===== src/core/ewps_consts.svh =====
// How it works
// - No internal write without latch set.
// - Arm sets latch, disarm clears latch.
// - Arm or disarm needs nack, else idle.
// - Latch cleared at power-up and writes.
// - Status read accepted at any moment.
// - Upper four status bits read zero.
// - Busy flag shows internal write cycle.
// - Latch flag changed by arm/disarm and cleared at write start.
// - Protect bits kept nonvolatile, status-write only.
// - Read during status-write shows new bits.
// - Busy and latch flags update live.
// - Ack repeats status byte, nack ends.
// - Status-write data needs nack, else idle.
// - Protect pair selects none, quarter, half, all.
// - Clear-all writes zeros after closing nack.
// - Fill-all writes ones after closing nack.
// - Clear/fill ignored when any block protected.
// - Clear or fill needs nack, else idle.
// - Array and status writes ignored while busy.
// - Power-on shutdown; rising edge gives idle.
// - Rise, standby, falling edge make active.
// - Latch gates every write; protection gates array writes.
// - Codes 96h arm, 91h disarm, 05h read.
// - Codes 6Eh write, 6Dh clear, 67h fill.
`ifndef EWPS_CONSTS_SVH
`define EWPS_CONSTS_SVH

// ----------------------------------------------------------------
// Command codes
// ----------------------------------------------------------------
`define EWPS_CMD_ARM 8'h96
`define EWPS_CMD_DISARM 8'h91
`define EWPS_CMD_STAT_RD 8'h05
`define EWPS_CMD_STAT_WR 8'h6E
`define EWPS_CMD_CLEAR 8'h6D
`define EWPS_CMD_FILL 8'h67

// ----------------------------------------------------------------
// Status byte layout and values
// ----------------------------------------------------------------
`define EWPS_ST_BUSY 0
`define EWPS_ST_LATCH 1
`define EWPS_ST_BP_LO 2
`define EWPS_ST_BP_HI 3
`define EWPS_ST_UPPER 4'h0
`define EWPS_BP_FACTORY 2'h1
`define EWPS_BP_NONE 2'h0
`define EWPS_BP_QUARTER 2'h1
`define EWPS_BP_HALF 2'h2
`define EWPS_BP_ALL 2'h3
`define EWPS_QUARTER_BASE 8'hC0
`define EWPS_HALF_BASE 8'h80
`define EWPS_CLEAR_DATA 8'h00
`define EWPS_FILL_DATA 8'hFF

// ----------------------------------------------------------------
// Timing
// ----------------------------------------------------------------
`define EWPS_CLK_NS 20
`define EWPS_TWC_NS 5000000
`define EWPS_TWC_CYC ((`EWPS_TWC_NS + `EWPS_CLK_NS - 1) / `EWPS_CLK_NS)

`endif


===== src/core/ewps_pkg.sv =====
package ewps_pkg;

  typedef enum logic [3:0] {
    EWPS_SHUT = 4'h0,
    EWPS_IDLE = 4'h1,
    EWPS_STBY = 4'h2,
    EWPS_HDR = 4'h3,
    EWPS_ONE_END = 4'h4,
    EWPS_RD_CMD = 4'h5,
    EWPS_RD_BYTE = 4'h6,
    EWPS_WS_CMD = 4'h7,
    EWPS_WS_DATA = 4'h8,
    EWPS_WS_END = 4'h9
  } ewps_state_e;

  typedef enum logic [1:0] {
    EWPS_WK_PAGE = 2'h0,
    EWPS_WK_CLEAR = 2'h1,
    EWPS_WK_FILL = 2'h2,
    EWPS_WK_STATUS = 2'h3
  } ewps_kind_e;

  typedef enum logic [1:0] {
    EWPS_PWR_SHUT = 2'h0,
    EWPS_PWR_IDLE = 2'h1,
    EWPS_PWR_ACTIVE = 2'h2
  } ewps_power_e;

endpackage


===== src/core/ewps_top.sv =====
`include "ewps_consts.svh"

module ewps_top
  import ewps_pkg::*;
#(
  parameter int unsigned TWC_CYCLES = `EWPS_TWC_CYC
) (
  input wire logic clk_i,
  input wire logic rst_i,
  input wire logic nv_init_i,
  input wire logic line_rise_i,
  input wire logic standby_i,
  input wire logic header_fall_i,
  input wire logic cmd_valid_i,
  input wire logic [7:0] cmd_byte_i,
  input wire logic data_valid_i,
  input wire logic [7:0] data_byte_i,
  input wire logic ack_valid_i,
  input wire logic ack_mak_i,
  input wire logic page_write_i,
  input wire logic [7:0] page_addr_i,
  output logic slave_ack_o,
  output logic cmd_reject_o,
  output logic tx_valid_o,
  output logic [7:0] tx_byte_o,
  output logic wr_start_o,
  output logic [1:0] wr_kind_o,
  output logic [7:0] wr_addr_o,
  output logic [7:0] wr_data_o,
  output logic array_ready_o,
  output logic busy_o,
  output logic latch_o,
  output logic [1:0] protect_o,
  output logic [1:0] power_o
);

  // ----------------------------------------------------------------
  // Declarations
  // ----------------------------------------------------------------
  ewps_state_e state_reg;
  ewps_state_e state_next;
  logic latch_reg;
  logic slave_ack_reg;
  logic reject_reg;
  logic tx_valid_reg;
  logic [7:0] tx_byte_reg;
  logic [7:0] cmd_reg;
  logic [1:0] bp_data_reg;
  logic wr_start_reg;
  ewps_kind_e wr_kind_reg;
  logic [7:0] wr_addr_reg;
  logic [7:0] wr_data_reg;
  logic [1:0] power_reg;
  logic busy;
  logic [1:0] bp;
  logic [1:0] bp_shown;
  logic [7:0] status_byte;
  logic is_nack;
  logic is_mak;
  logic other_resp;
  logic one_byte_cmd;
  logic exec_one;
  logic exec_ws;
  logic go_bulk;
  logic go_status;
  logic go_page;
  logic start_any;
  logic send_status;
  logic page_prot;
  logic [3:0] blk_prot;
  ewps_kind_e start_kind;

  // ----------------------------------------------------------------
  // Nonvolatile cell and write timer
  // ----------------------------------------------------------------
  ewps_nvcell #(
    .TWC_CYCLES(TWC_CYCLES)
  ) u_nvcell (
    .clk_i(clk_i),
    .rst_i(rst_i),
    .nv_init_i(nv_init_i),
    .start_i(start_any),
    .kind_i(start_kind),
    .bp_new_i(bp_data_reg),
    .busy_o(busy),
    .bp_o(bp),
    .bp_shown_o(bp_shown)
  );

  // ----------------------------------------------------------------
  // Response decode
  // ----------------------------------------------------------------
  assign is_nack = ack_valid_i && !ack_mak_i;
  assign is_mak = ack_valid_i && ack_mak_i;
  assign other_resp = is_mak || standby_i;

  always_comb begin
    one_byte_cmd = 1'b0;
    case (cmd_byte_i)
      `EWPS_CMD_ARM: one_byte_cmd = 1'b1;
      `EWPS_CMD_DISARM: one_byte_cmd = 1'b1;
      `EWPS_CMD_CLEAR: one_byte_cmd = 1'b1;
      `EWPS_CMD_FILL: one_byte_cmd = 1'b1;
      default: one_byte_cmd = 1'b0;
    endcase
  end

  // ----------------------------------------------------------------
  // Block protection per quarter of the array
  // ----------------------------------------------------------------
  // Quarter q covers addresses whose top two bits equal q.
  genvar q;
  generate
    for (q = 0; q < 4; q = q + 1) begin : g_blk
      always_comb begin
        case (bp)
          `EWPS_BP_NONE: blk_prot[q] = 1'b0;
          `EWPS_BP_QUARTER: blk_prot[q] =
            (8'(q * 64) >= `EWPS_QUARTER_BASE);
          `EWPS_BP_HALF: blk_prot[q] =
            (8'(q * 64) >= `EWPS_HALF_BASE);
          `EWPS_BP_ALL: blk_prot[q] = 1'b1;
          default: blk_prot[q] = 1'b1;
        endcase
      end
    end
  endgenerate

  assign page_prot = blk_prot[page_addr_i[7:6]];

  // ----------------------------------------------------------------
  // Command execution and write start
  // ----------------------------------------------------------------
  assign exec_one = (state_reg == EWPS_ONE_END) && is_nack;
  assign exec_ws = (state_reg == EWPS_WS_END) && is_nack;

  assign go_bulk = exec_one && latch_reg && !busy &&
                   (bp == `EWPS_BP_NONE) &&
                   (cmd_reg == `EWPS_CMD_CLEAR ||
                    cmd_reg == `EWPS_CMD_FILL);
  assign go_status = exec_ws && latch_reg && !busy;
  assign go_page = page_write_i && latch_reg && !busy &&
                   !page_prot;
  assign start_any = go_bulk || go_status || go_page;

  always_comb begin
    if (go_status) begin
      start_kind = EWPS_WK_STATUS;
    end else if (go_bulk && cmd_reg == `EWPS_CMD_FILL) begin
      start_kind = EWPS_WK_FILL;
    end else if (go_bulk) begin
      start_kind = EWPS_WK_CLEAR;
    end else begin
      start_kind = EWPS_WK_PAGE;
    end
  end

  // ----------------------------------------------------------------
  // Write-enable latch
  // ----------------------------------------------------------------
  always_ff @(posedge clk_i) begin
    if (rst_i) begin
      latch_reg <= 1'b0;
    end else if (exec_one && cmd_reg == `EWPS_CMD_ARM) begin
      latch_reg <= 1'b1;
    end else if (exec_one && cmd_reg == `EWPS_CMD_DISARM) begin
      latch_reg <= 1'b0;
    end else if (start_any) begin
      latch_reg <= 1'b0;
    end
  end

  // ----------------------------------------------------------------
  // Sequence state machine
  // ----------------------------------------------------------------
  always_comb begin
    state_next = state_reg;
    case (state_reg)
      EWPS_SHUT: begin
        if (line_rise_i) begin
          state_next = EWPS_IDLE;
        end
      end
      EWPS_IDLE: begin
        if (standby_i) begin
          state_next = EWPS_STBY;
        end
      end
      EWPS_STBY: begin
        if (header_fall_i) begin
          state_next = EWPS_HDR;
        end
      end
      EWPS_HDR: begin
        if (standby_i) begin
          state_next = EWPS_STBY;
        end else if (cmd_valid_i) begin
          if (one_byte_cmd) begin
            state_next = EWPS_ONE_END;
          end else if (cmd_byte_i == `EWPS_CMD_STAT_RD) begin
            state_next = EWPS_RD_CMD;
          end else if (cmd_byte_i == `EWPS_CMD_STAT_WR) begin
            state_next = EWPS_WS_CMD;
          end else begin
            state_next = EWPS_IDLE;
          end
        end
      end
      EWPS_ONE_END: begin
        if (is_nack || other_resp) begin
          state_next = EWPS_IDLE;
        end
      end
      EWPS_RD_CMD: begin
        if (is_mak) begin
          state_next = EWPS_RD_BYTE;
        end else if (is_nack || standby_i) begin
          state_next = EWPS_IDLE;
        end
      end
      EWPS_RD_BYTE: begin
        if (is_nack || standby_i) begin
          state_next = EWPS_IDLE;
        end
      end
      EWPS_WS_CMD: begin
        if (is_mak) begin
          state_next = EWPS_WS_DATA;
        end else if (is_nack || standby_i) begin
          state_next = EWPS_IDLE;
        end
      end
      EWPS_WS_DATA: begin
        if (standby_i) begin
          state_next = EWPS_IDLE;
        end else if (data_valid_i) begin
          state_next = EWPS_WS_END;
        end
      end
      EWPS_WS_END: begin
        if (is_nack || other_resp) begin
          state_next = EWPS_IDLE;
        end
      end
      default: state_next = EWPS_IDLE;
    endcase
  end

  always_ff @(posedge clk_i) begin
    if (rst_i) begin
      state_reg <= EWPS_SHUT;
    end else begin
      state_reg <= state_next;
    end
  end

  // ----------------------------------------------------------------
  // Captured command and status-write data
  // ----------------------------------------------------------------
  always_ff @(posedge clk_i) begin
    if (rst_i) begin
      cmd_reg <= 8'h00;
    end else if (state_reg == EWPS_HDR && cmd_valid_i) begin
      cmd_reg <= cmd_byte_i;
    end
  end

  always_ff @(posedge clk_i) begin
    if (rst_i) begin
      bp_data_reg <= `EWPS_BP_NONE;
    end else if (state_reg == EWPS_WS_DATA && data_valid_i) begin
      bp_data_reg <= {data_byte_i[`EWPS_ST_BP_HI],
                      data_byte_i[`EWPS_ST_BP_LO]};
    end
  end

  // ----------------------------------------------------------------
  // Acknowledge and reject answers
  // ----------------------------------------------------------------
  always_ff @(posedge clk_i) begin
    if (rst_i) begin
      slave_ack_reg <= 1'b0;
    end else begin
      case (state_reg)
        EWPS_ONE_END: slave_ack_reg <= is_nack;
        EWPS_RD_CMD: slave_ack_reg <= ack_valid_i;
        EWPS_RD_BYTE: slave_ack_reg <= ack_valid_i;
        EWPS_WS_CMD: slave_ack_reg <= is_mak;
        EWPS_WS_END: slave_ack_reg <= is_nack;
        default: slave_ack_reg <= 1'b0;
      endcase
    end
  end

  always_ff @(posedge clk_i) begin
    if (rst_i) begin
      reject_reg <= 1'b0;
    end else begin
      reject_reg <= ((state_reg == EWPS_ONE_END ||
                      state_reg == EWPS_WS_END) &&
                     other_resp) ||
                    (state_reg == EWPS_WS_CMD && is_nack);
    end
  end

  // ----------------------------------------------------------------
  // Status byte transmit
  // ----------------------------------------------------------------
  assign status_byte = {`EWPS_ST_UPPER,
                        bp_shown[1], bp_shown[0],
                        latch_reg,
                        busy};
  assign send_status = (state_reg == EWPS_RD_CMD ||
                        state_reg == EWPS_RD_BYTE) && is_mak;

  always_ff @(posedge clk_i) begin
    if (rst_i) begin
      tx_valid_reg <= 1'b0;
      tx_byte_reg <= 8'h00;
    end else begin
      tx_valid_reg <= send_status;
      if (send_status) begin
        tx_byte_reg <= status_byte;
      end
    end
  end

  // ----------------------------------------------------------------
  // Write start outputs
  // ----------------------------------------------------------------
  always_ff @(posedge clk_i) begin
    if (rst_i) begin
      wr_start_reg <= 1'b0;
      wr_kind_reg <= EWPS_WK_PAGE;
      wr_addr_reg <= 8'h00;
      wr_data_reg <= 8'h00;
    end else begin
      wr_start_reg <= start_any;
      if (start_any) begin
        wr_kind_reg <= start_kind;
        wr_addr_reg <= go_page ? page_addr_i : 8'h00;
        wr_data_reg <= (start_kind == EWPS_WK_FILL) ?
                       `EWPS_FILL_DATA : `EWPS_CLEAR_DATA;
      end
    end
  end

  // ----------------------------------------------------------------
  // Power state
  // ----------------------------------------------------------------
  always_ff @(posedge clk_i) begin
    if (rst_i) begin
      power_reg <= EWPS_PWR_SHUT;
    end else begin
      case (state_next)
        EWPS_SHUT: power_reg <= EWPS_PWR_SHUT;
        EWPS_IDLE: power_reg <= EWPS_PWR_IDLE;
        EWPS_STBY: power_reg <= EWPS_PWR_IDLE;
        default: power_reg <= EWPS_PWR_ACTIVE;
      endcase
    end
  end

  // ----------------------------------------------------------------
  // Outputs
  // ----------------------------------------------------------------
  assign slave_ack_o = slave_ack_reg;
  assign cmd_reject_o = reject_reg;
  assign tx_valid_o = tx_valid_reg;
  assign tx_byte_o = tx_byte_reg;
  assign wr_start_o = wr_start_reg;
  assign wr_kind_o = wr_kind_reg;
  assign wr_addr_o = wr_addr_reg;
  assign wr_data_o = wr_data_reg;
  assign array_ready_o = !busy;
  assign busy_o = busy;
  assign latch_o = latch_reg;
  assign protect_o = bp;
  assign power_o = power_reg;

endmodule


===== src/core/ewps_nvcell.sv =====
`include "ewps_consts.svh"

module ewps_nvcell
  import ewps_pkg::*;
#(
  parameter int unsigned TWC_CYCLES = `EWPS_TWC_CYC
) (
  input wire logic clk_i,
  input wire logic rst_i,
  input wire logic nv_init_i,
  input wire logic start_i,
  input wire ewps_kind_e kind_i,
  input wire logic [1:0] bp_new_i,
  output logic busy_o,
  output logic [1:0] bp_o,
  output logic [1:0] bp_shown_o
);

  logic [1:0] bp_store_reg;
  logic [1:0] bp_pend_reg;
  logic [31:0] count_reg;
  logic busy_reg;
  ewps_kind_e kind_reg;

  // ----------------------------------------------------------------
  // Write cycle timer
  // ----------------------------------------------------------------
  always_ff @(posedge clk_i) begin
    if (rst_i) begin
      busy_reg <= 1'b0;
      count_reg <= 32'h0;
    end else if (busy_reg) begin
      if (count_reg == 32'h1) begin
        busy_reg <= 1'b0;
      end
      count_reg <= count_reg - 32'h1;
    end else if (start_i) begin
      busy_reg <= 1'b1;
      count_reg <= TWC_CYCLES;
    end
  end

  always_ff @(posedge clk_i) begin
    if (rst_i) begin
      kind_reg <= EWPS_WK_PAGE;
      bp_pend_reg <= `EWPS_BP_NONE;
    end else if (start_i && !busy_reg) begin
      kind_reg <= kind_i;
      bp_pend_reg <= bp_new_i;
    end
  end

  // ----------------------------------------------------------------
  // Nonvolatile protect bits
  // ----------------------------------------------------------------
  // The cell keeps its content through rst_i unless factory init asks.
  always_ff @(posedge clk_i) begin
    if (rst_i) begin
      if (nv_init_i) begin
        bp_store_reg <= `EWPS_BP_FACTORY;
      end
    end else if (busy_reg && count_reg == 32'h1 &&
                 kind_reg == EWPS_WK_STATUS) begin
      bp_store_reg <= bp_pend_reg;
    end
  end

  assign busy_o = busy_reg;
  assign bp_o = bp_store_reg;
  assign bp_shown_o = (busy_reg && kind_reg == EWPS_WK_STATUS) ?
                      bp_pend_reg : bp_store_reg;

endmodule


===== config.mk =====
export PLATFORM = sky130hd
export DESIGN_NAME = ewps_top
export DESIGN_NICKNAME = d
export VERILOG_FILES = /design/src/core/ewps_pkg.sv /design/src/core/ewps_top.sv /design/src/core/ewps_nvcell.sv
export VERILOG_INCLUDE_DIRS = /design/src /design/src/core
export SDC_FILE = /design/constraint.sdc
export NUM_CORES = 1
export LEC_CHECK = 0
export ABC_AREA = 1
export BUFFER_PORTS_ARGS = -buffer_cell sky130_fd_sc_hd__buf_2
export CORE_UTILIZATION = 51
export DETAILED_ROUTE_END_ITERATION = 6
export HOLD_SLACK_MARGIN = 0.06
export PLACE_DENSITY = 0.88
export RECOVER_POWER = 100
export SLEW_MARGIN = 20
export SYNTH_ARGS = -nofsm -noshare
export SYNTH_HDL_FRONTEND = slang
export SYNTH_SLANG_ARGS = --single-unit

===== constraint.sdc =====
create_clock -name clk_i -period 1.6 [get_ports clk_i]
set_input_delay 0.16 -clock clk_i [delete_from_list [all_inputs] [get_ports clk_i]]
set_output_delay 0.16 -clock clk_i [all_outputs]
set_load 0.005 [all_outputs]

* After elaboration in Yosys (flattened, before gate mapping)
Index checks and enable logic that the tools add are counted.
Storage, ports and cells: bits in read-only memories 0, memory bits (writable) 0, word-level logic and storage cells 140, input port bits 35, output and inout bits 37, memories kept 0, latch bits 0, flip-flop bits (word level) 82
Operators by class: shift-type cells 0, multiply operators 0, order comparisons 1, add/sub/neg operators 1, multiplexer cells 40, bitwise operators 0, equal/unequal tests 28, reductions and logical operators 52, divide/modulo/power cells 0
Operators with widths (count):
- $mux 32 | 2
- $mux 4 | 11
- $eq 8x7->1 const B | 5
- $pmux 4 s9 | 1
- $eq 32x1->1 const B | 1
- $eq 8x8->1 const B | 4
- $sub 32x1->32 const B | 1
- $logic_and 1x1->1 | 25
- $eq 4x3->1 const B | 4
- $mux 8 | 2
- $eq 4x2->1 const B | 3
- $mux 2 | 6
- $reduce_or 2->1 | 5
- $logic_or 1x1->1 | 9
- $mux 1 | 9
- $mux 3 | 3
- $eq 2x2->1 const B | 4
- $eq 4x1->1 const B | 2
- $eq 4x4->1 const B | 2
- $eq 8x3->1 const B | 1
- $logic_not 4->1 | 2
- $pmux 1 s2 | 3
- $reduce_or 3->1 | 2
- $pmux 2 s2 | 1
- 11 further kinds | 14

* Logic depth before layout (Yosys ltp)
word-level depth 12, depth in mapped cells 14, depth with buffers taken out 14

* Cells and area by module
From an unflattened synthesis, not the netlist that was laid out.
Unflattened totals: cell total of the unflattened synthesis 666, area, all modules 4443.0 sq um
By module, submodules not included:
- ewps_nvcell | area each 2304.7 sq um, cells each 355, seq. area each 800.8 sq um, times used 1
- ewps_top | area each 2138.3 sq um, cells each 311, seq. area each 720.7 sq um, times used 1

* Worst setup path before layout
Ideal clock, no wire load.
path type reg2reg, from register u_nvcell.count_reg[16], to register u_nvcell.bp_store_reg[0], in the netlist u_nvcell.bp_o[0], enable pin, arrival 1.316 ns, period minus slack after synthesis 1.654 ns, setup time 0.338 ns, data required time 1.262 ns, cell stages (with the launch flop) 8, path buffers 0, path slack -0.054 ns, path through dfxtp_1 -> nor2_1 -> inv_1 -> nor2_1 -> nand3_1 -> nor3_2 -> nand4_1 -> o31ai_1
On the way: cells in the longest elaborated chain, start to end 5
Ends and longest elaborated chain:
- start: declaration | RTL line ewps_nvcell.sv:21 | logic [31:0] count_reg;
- start signal: assignment | RTL line ewps_nvcell.sv:36 | count_reg <= count_reg - 32'h1;
- $eq 32x1->1 | RTL line ewps_nvcell.sv:62 | end else if (busy_reg && count_reg == 32'h1 &&
- $logic_and 1x1->1 (2 in a row) | RTL line ewps_nvcell.sv:62
- $reduce_bool 2->1 (no line)
- $reduce_and 2->1 (no line)
- end signal: assignment | RTL line ewps_nvcell.sv:60 | bp_store_reg <= `EWPS_BP_FACTORY;
- end signal: assignment | RTL line ewps_nvcell.sv:64 | bp_store_reg <= bp_pend_reg;
- end: declaration | RTL line ewps_nvcell.sv:19 | logic [1:0] bp_store_reg;
No other way between the ends. A chain may end at the register's enable or synchronous reset.

* Final worst setup path
from register u_nvcell.bp_store_reg[1], in the netlist u_nvcell.bp_o[1], to register u_nvcell.count_reg[6]
On the way: cells in the longest elaborated chain, start to end 9, elaborated cells on any way between the ends 20, classes of those cells 3 x eq/ne; 5 x mux; 12 x reduce/logical
Ends and longest elaborated chain:
- $eq 2x2->1, or another cell as far along | RTL line ewps_top.sv:116 | case (bp)
- $reduce_or 3->1 (no line) / $reduce_or 2->1 (equally long branches)
- $pmux 1 s2 | RTL line ewps_top.sv:116
- $bmux 1 s2 | RTL line ewps_top.sv:129 | assign page_prot = blk_prot[page_addr_i[7:6]];
- $mux 1 (implied by the code) | RTL line ewps_top.sv:129
- $logic_not 1->1 | RTL line ewps_top.sv:143 | !page_prot;
- $logic_and 1x1->1 | RTL line ewps_top.sv:142 | assign go_page = page_write_i && latch_reg && !busy &&
- $logic_or 1x1->1 (*) | RTL line ewps_top.sv:144 | assign start_any = go_bulk || go_status || go_page;
- $reduce_bool 2->1 (no line) (*)
Every way passes the cells marked *; elsewhere a longest branch is shown, timed or not. The select of a mux whose other input is x is not followed.

==> impl_results.md <==
- Vias: about 4700
- Ant diodes: 0
- Yosys reg bits: 75
- Global-route wire length before repair: ~20000 um
- Reg power frac: between 40% and 50%
- H-tree level count: 3
- Grt ovf: 0
- Sw Share: between 20% and 30%
- Comb pwr share: 8.1%
- Antenna-violating nets left: 0
- Leak pwr: between 0.002 and 0.0025 uW
- Dominant synthesized flop cell: dfxtp_1
- DR vias/cell: ~5.6
- Main area contributors after synthesis: dfxtp_1, nand2_1, inv_1
- Final worst slack: -0.166 ns
- Synth warn: 0
- Async SR Flop Fraction: 0%
- Skew final: about 0.0065 ns
- CTS tree: done
- Register area share after synthesis: a little under two fifths
- P_int: between 2000 and 3000 uW
- DRC viols: 0
- Met3 wire len: about 860 um
- Peak supply drop: ~0.59 mV
- Initial DRC Count: approximately 280
- Critical path class: reg -> reg
- Netlist cell types: 45
- Nets: about 760
- Cell taking the most area after synthesis: dfxtp_1
- Fin. Hold Viols: 0
- Fin crit period: around 1.8 ns
- Drt pass-1 iters: 5
- Worst EP arrival: roughly 2 ns
- Number of global-route vias before repair: about 4400
- Max-Cap Viols: 0
- Share of cells above drive strength 1: a little under two fifths
- Die area: about 8200 um2
- Failing checks: negative setup slack
- Hold buffers post-CTS: 0
- Antenna violations before repair: 0
- Post-synth EDFFs: 2
- Clk pin slew, worst setup/hold paths: ~0.09 ns
- CTS Buffer Depth: 2
- Power per cell area: slightly below 700 nW/um2
- Max reg flops: 32
- Sink Count: 75
- CTS buffer count: 9
- Critical Path RT: 1.84 ns
- Core area: between 7000 and 8000 um2
- Avg Inst Size Synth: 6.91 um2
- Layout area overhead: 39.1%
- Hold Crit Class: in -> reg
- Core Util, Final: ~73%
- Met2 wire len: around 7100 um
- Final wirelength: between 10000 and 15000 um
- # IOs: between 70 and 80
- DR top layer: met4
- IO buf count: 61
- Final period util: 110%
- Status: finished with violations
- Pin count of the biggest net entering global routing: 26
- DPL Wire Length: just over 8000 um
- Final setup viols: between 40 and 50
- Syn Inst Count: ~580
- WL met1: between 4000 and 5000 um
- Root buffer cell: clkbuf_8
- Yosys top cell area share: approximately 36%
- Worst setup EP type: flop
- Total design power: approximately 3800 uW
- Crit-path max FO: 9
- Routed WL per cell: approximately 16 um
- # rows: 32
- Initial Util: between 50% and 60%
- Psw: 986 uW
- Max Transition Viols Final: 0
- Crit path launch type: flop
- Cell area after synthesis: about 4000 um2
- Final GP Congestion: 0.954
- Total GRT Usage: about 30%
- Clk_lat worst skew: about 0.36 ns
- Unrepaired setup endpoints after global routing: true
- Die width: just over 90 um
- Die height: around 90 um
- Clock share of power: a little over two fifths
- Fmax: between 500 and 600 MHz
- Sum of negative setup slack: -3.74 ns
==> through the flow <==
| stage | area (um2) | hold slack [ns] | instances | worst slack, ns |
|---|---|---|---|---|
| after detailed placement | 4780 | 0.448 | 782 | -0.186 |
| after CTS | 5280 | 0.0746 | 816 | -0.0510 |
| after floorplan | 4050 | 0.325 | 585 | -0.00375 |
| final | 5600 | 0.0747 | 828 | -0.166 |
| after global routing | 5600 | 0.0725 | 828 | -0.204 |
| after global placement | 4780 | 0.443 | 782 | -0.106 |
==> synthesized netlist by cell type (3+ instances only) <==
cell / number
nand2_1: 100
inv_1: 82
nor2_1: 74
dfxtp_1: 73
a21oi_1: 47
o21ai_0: 38
nand3_1: 31
nand4_1: 26
nor3_1: 15
buf_4: 14
clkbuf_1: 9
a31oi_1: 7
or2_2: 6
o22ai_1: 5
nor4_1: 4
o211ai_1: 4
o31ai_1: 4
inv_2: 3
nand2_2: 3
nand2_4: 3
nand3_2: 3
xor2_1: 3
==> repair_timing <==
action | CTS | global route
resized for setup | 47 | 75
pin swaps | 10 | 24
gates cloned | 2 | 0
buffers inserted | 16 | 12
setup endpoints to repair | 55 | 66
==> power groups by stage <==
stage                     sequential [uW]  combinational, uW  clock, uW
after floorplan                      1940                143          0
after global placement               1940                254          0
after detailed placement             1940                263          0
after CTS                            1900                282       1580
after global routing                 1900                334       1680
final                                1900                307       1600
==> worst paths after layout <==
check | from | end | slack, ns | depth (start not counted)
setup / recovery | u_nvcell.bp_o[1]$_SDFFCE_PP0P_ | u_nvcell.count_reg[6]$_SDFFE_PP0P_ | -0.17 | 9
hold / removal | page_addr_i[5] | wr_addr_o[5]$_SDFFE_PP0P_ | 0.07 | 3
setup reg to reg | u_nvcell.bp_o[1]$_SDFFCE_PP0P_ | u_nvcell.count_reg[6]$_SDFFE_PP0P_ | -0.17 | 9
hold reg to reg | wr_addr_o[4]$_SDFFE_PP0P_ | wr_addr_o[4]$_SDFFE_PP0P_ | 0.46 | 2
==> worst max-delay path, stage by stage (launching register included) <==
cell	delay (ns)
edfxtp_1	0.47
a21oi_1	0.27
o21bai_2	0.19
nand3_2	0.09
nand2_2	0.10
a21oi_4	0.04
buf_12	0.17
buf_4	0.15
nand3b_1	0.10
a21oi_1	0.07
==> cells by family (layout without fill, tap and decap cells) <==
logic type	after synthesis	in the layout	share of synthesized area, %
fa+ha+maj	2	2	0.622
buf+inv	111	251	11.9
xor+xnor	3	3	0.654
simple gates	279	280	33.5
flops	75	75	37.8
compound gates	111	111	15.4
other cells	1	4	0.0933
==> per-layer routing <==
| metal | track usage, % | vias up |
|---|---|---|
| li1 | - | 2192 |
| met1 | 32.3 | 2159 |
| met2 | 53.1 | 245 |
| met3 | 6.99 | 60 |
| met4 | 14.9 | 0 |
| met5 | 0 | - |
==> cell usage in the layout, fill, tap and decap left out, types with 10 or more instances in the layout <==
cell,n
nor2_4,12
nand3_1,23
nand3_2,10
buf_4,79
dfxtp_2,12
nand2_1,83
a21oi_1,42
nor2_2,13
nor2_1,52
buf_2,53
dfxtp_1,59
nand4_1,26
inv_1,76
nand2_2,19
o21ai_0,31
==> final cells by class <==
class	instances	area [um2]
well taps	102	128
repair buffers	150	1000
fillers	550	2090
clock inverters	6	61.3
flip-flops and latches	75	1540
clock buffers	10	149
multi-input cells	400	2390
inverters	85	324
Note: power is estimated with default switching activity, not from simulation.
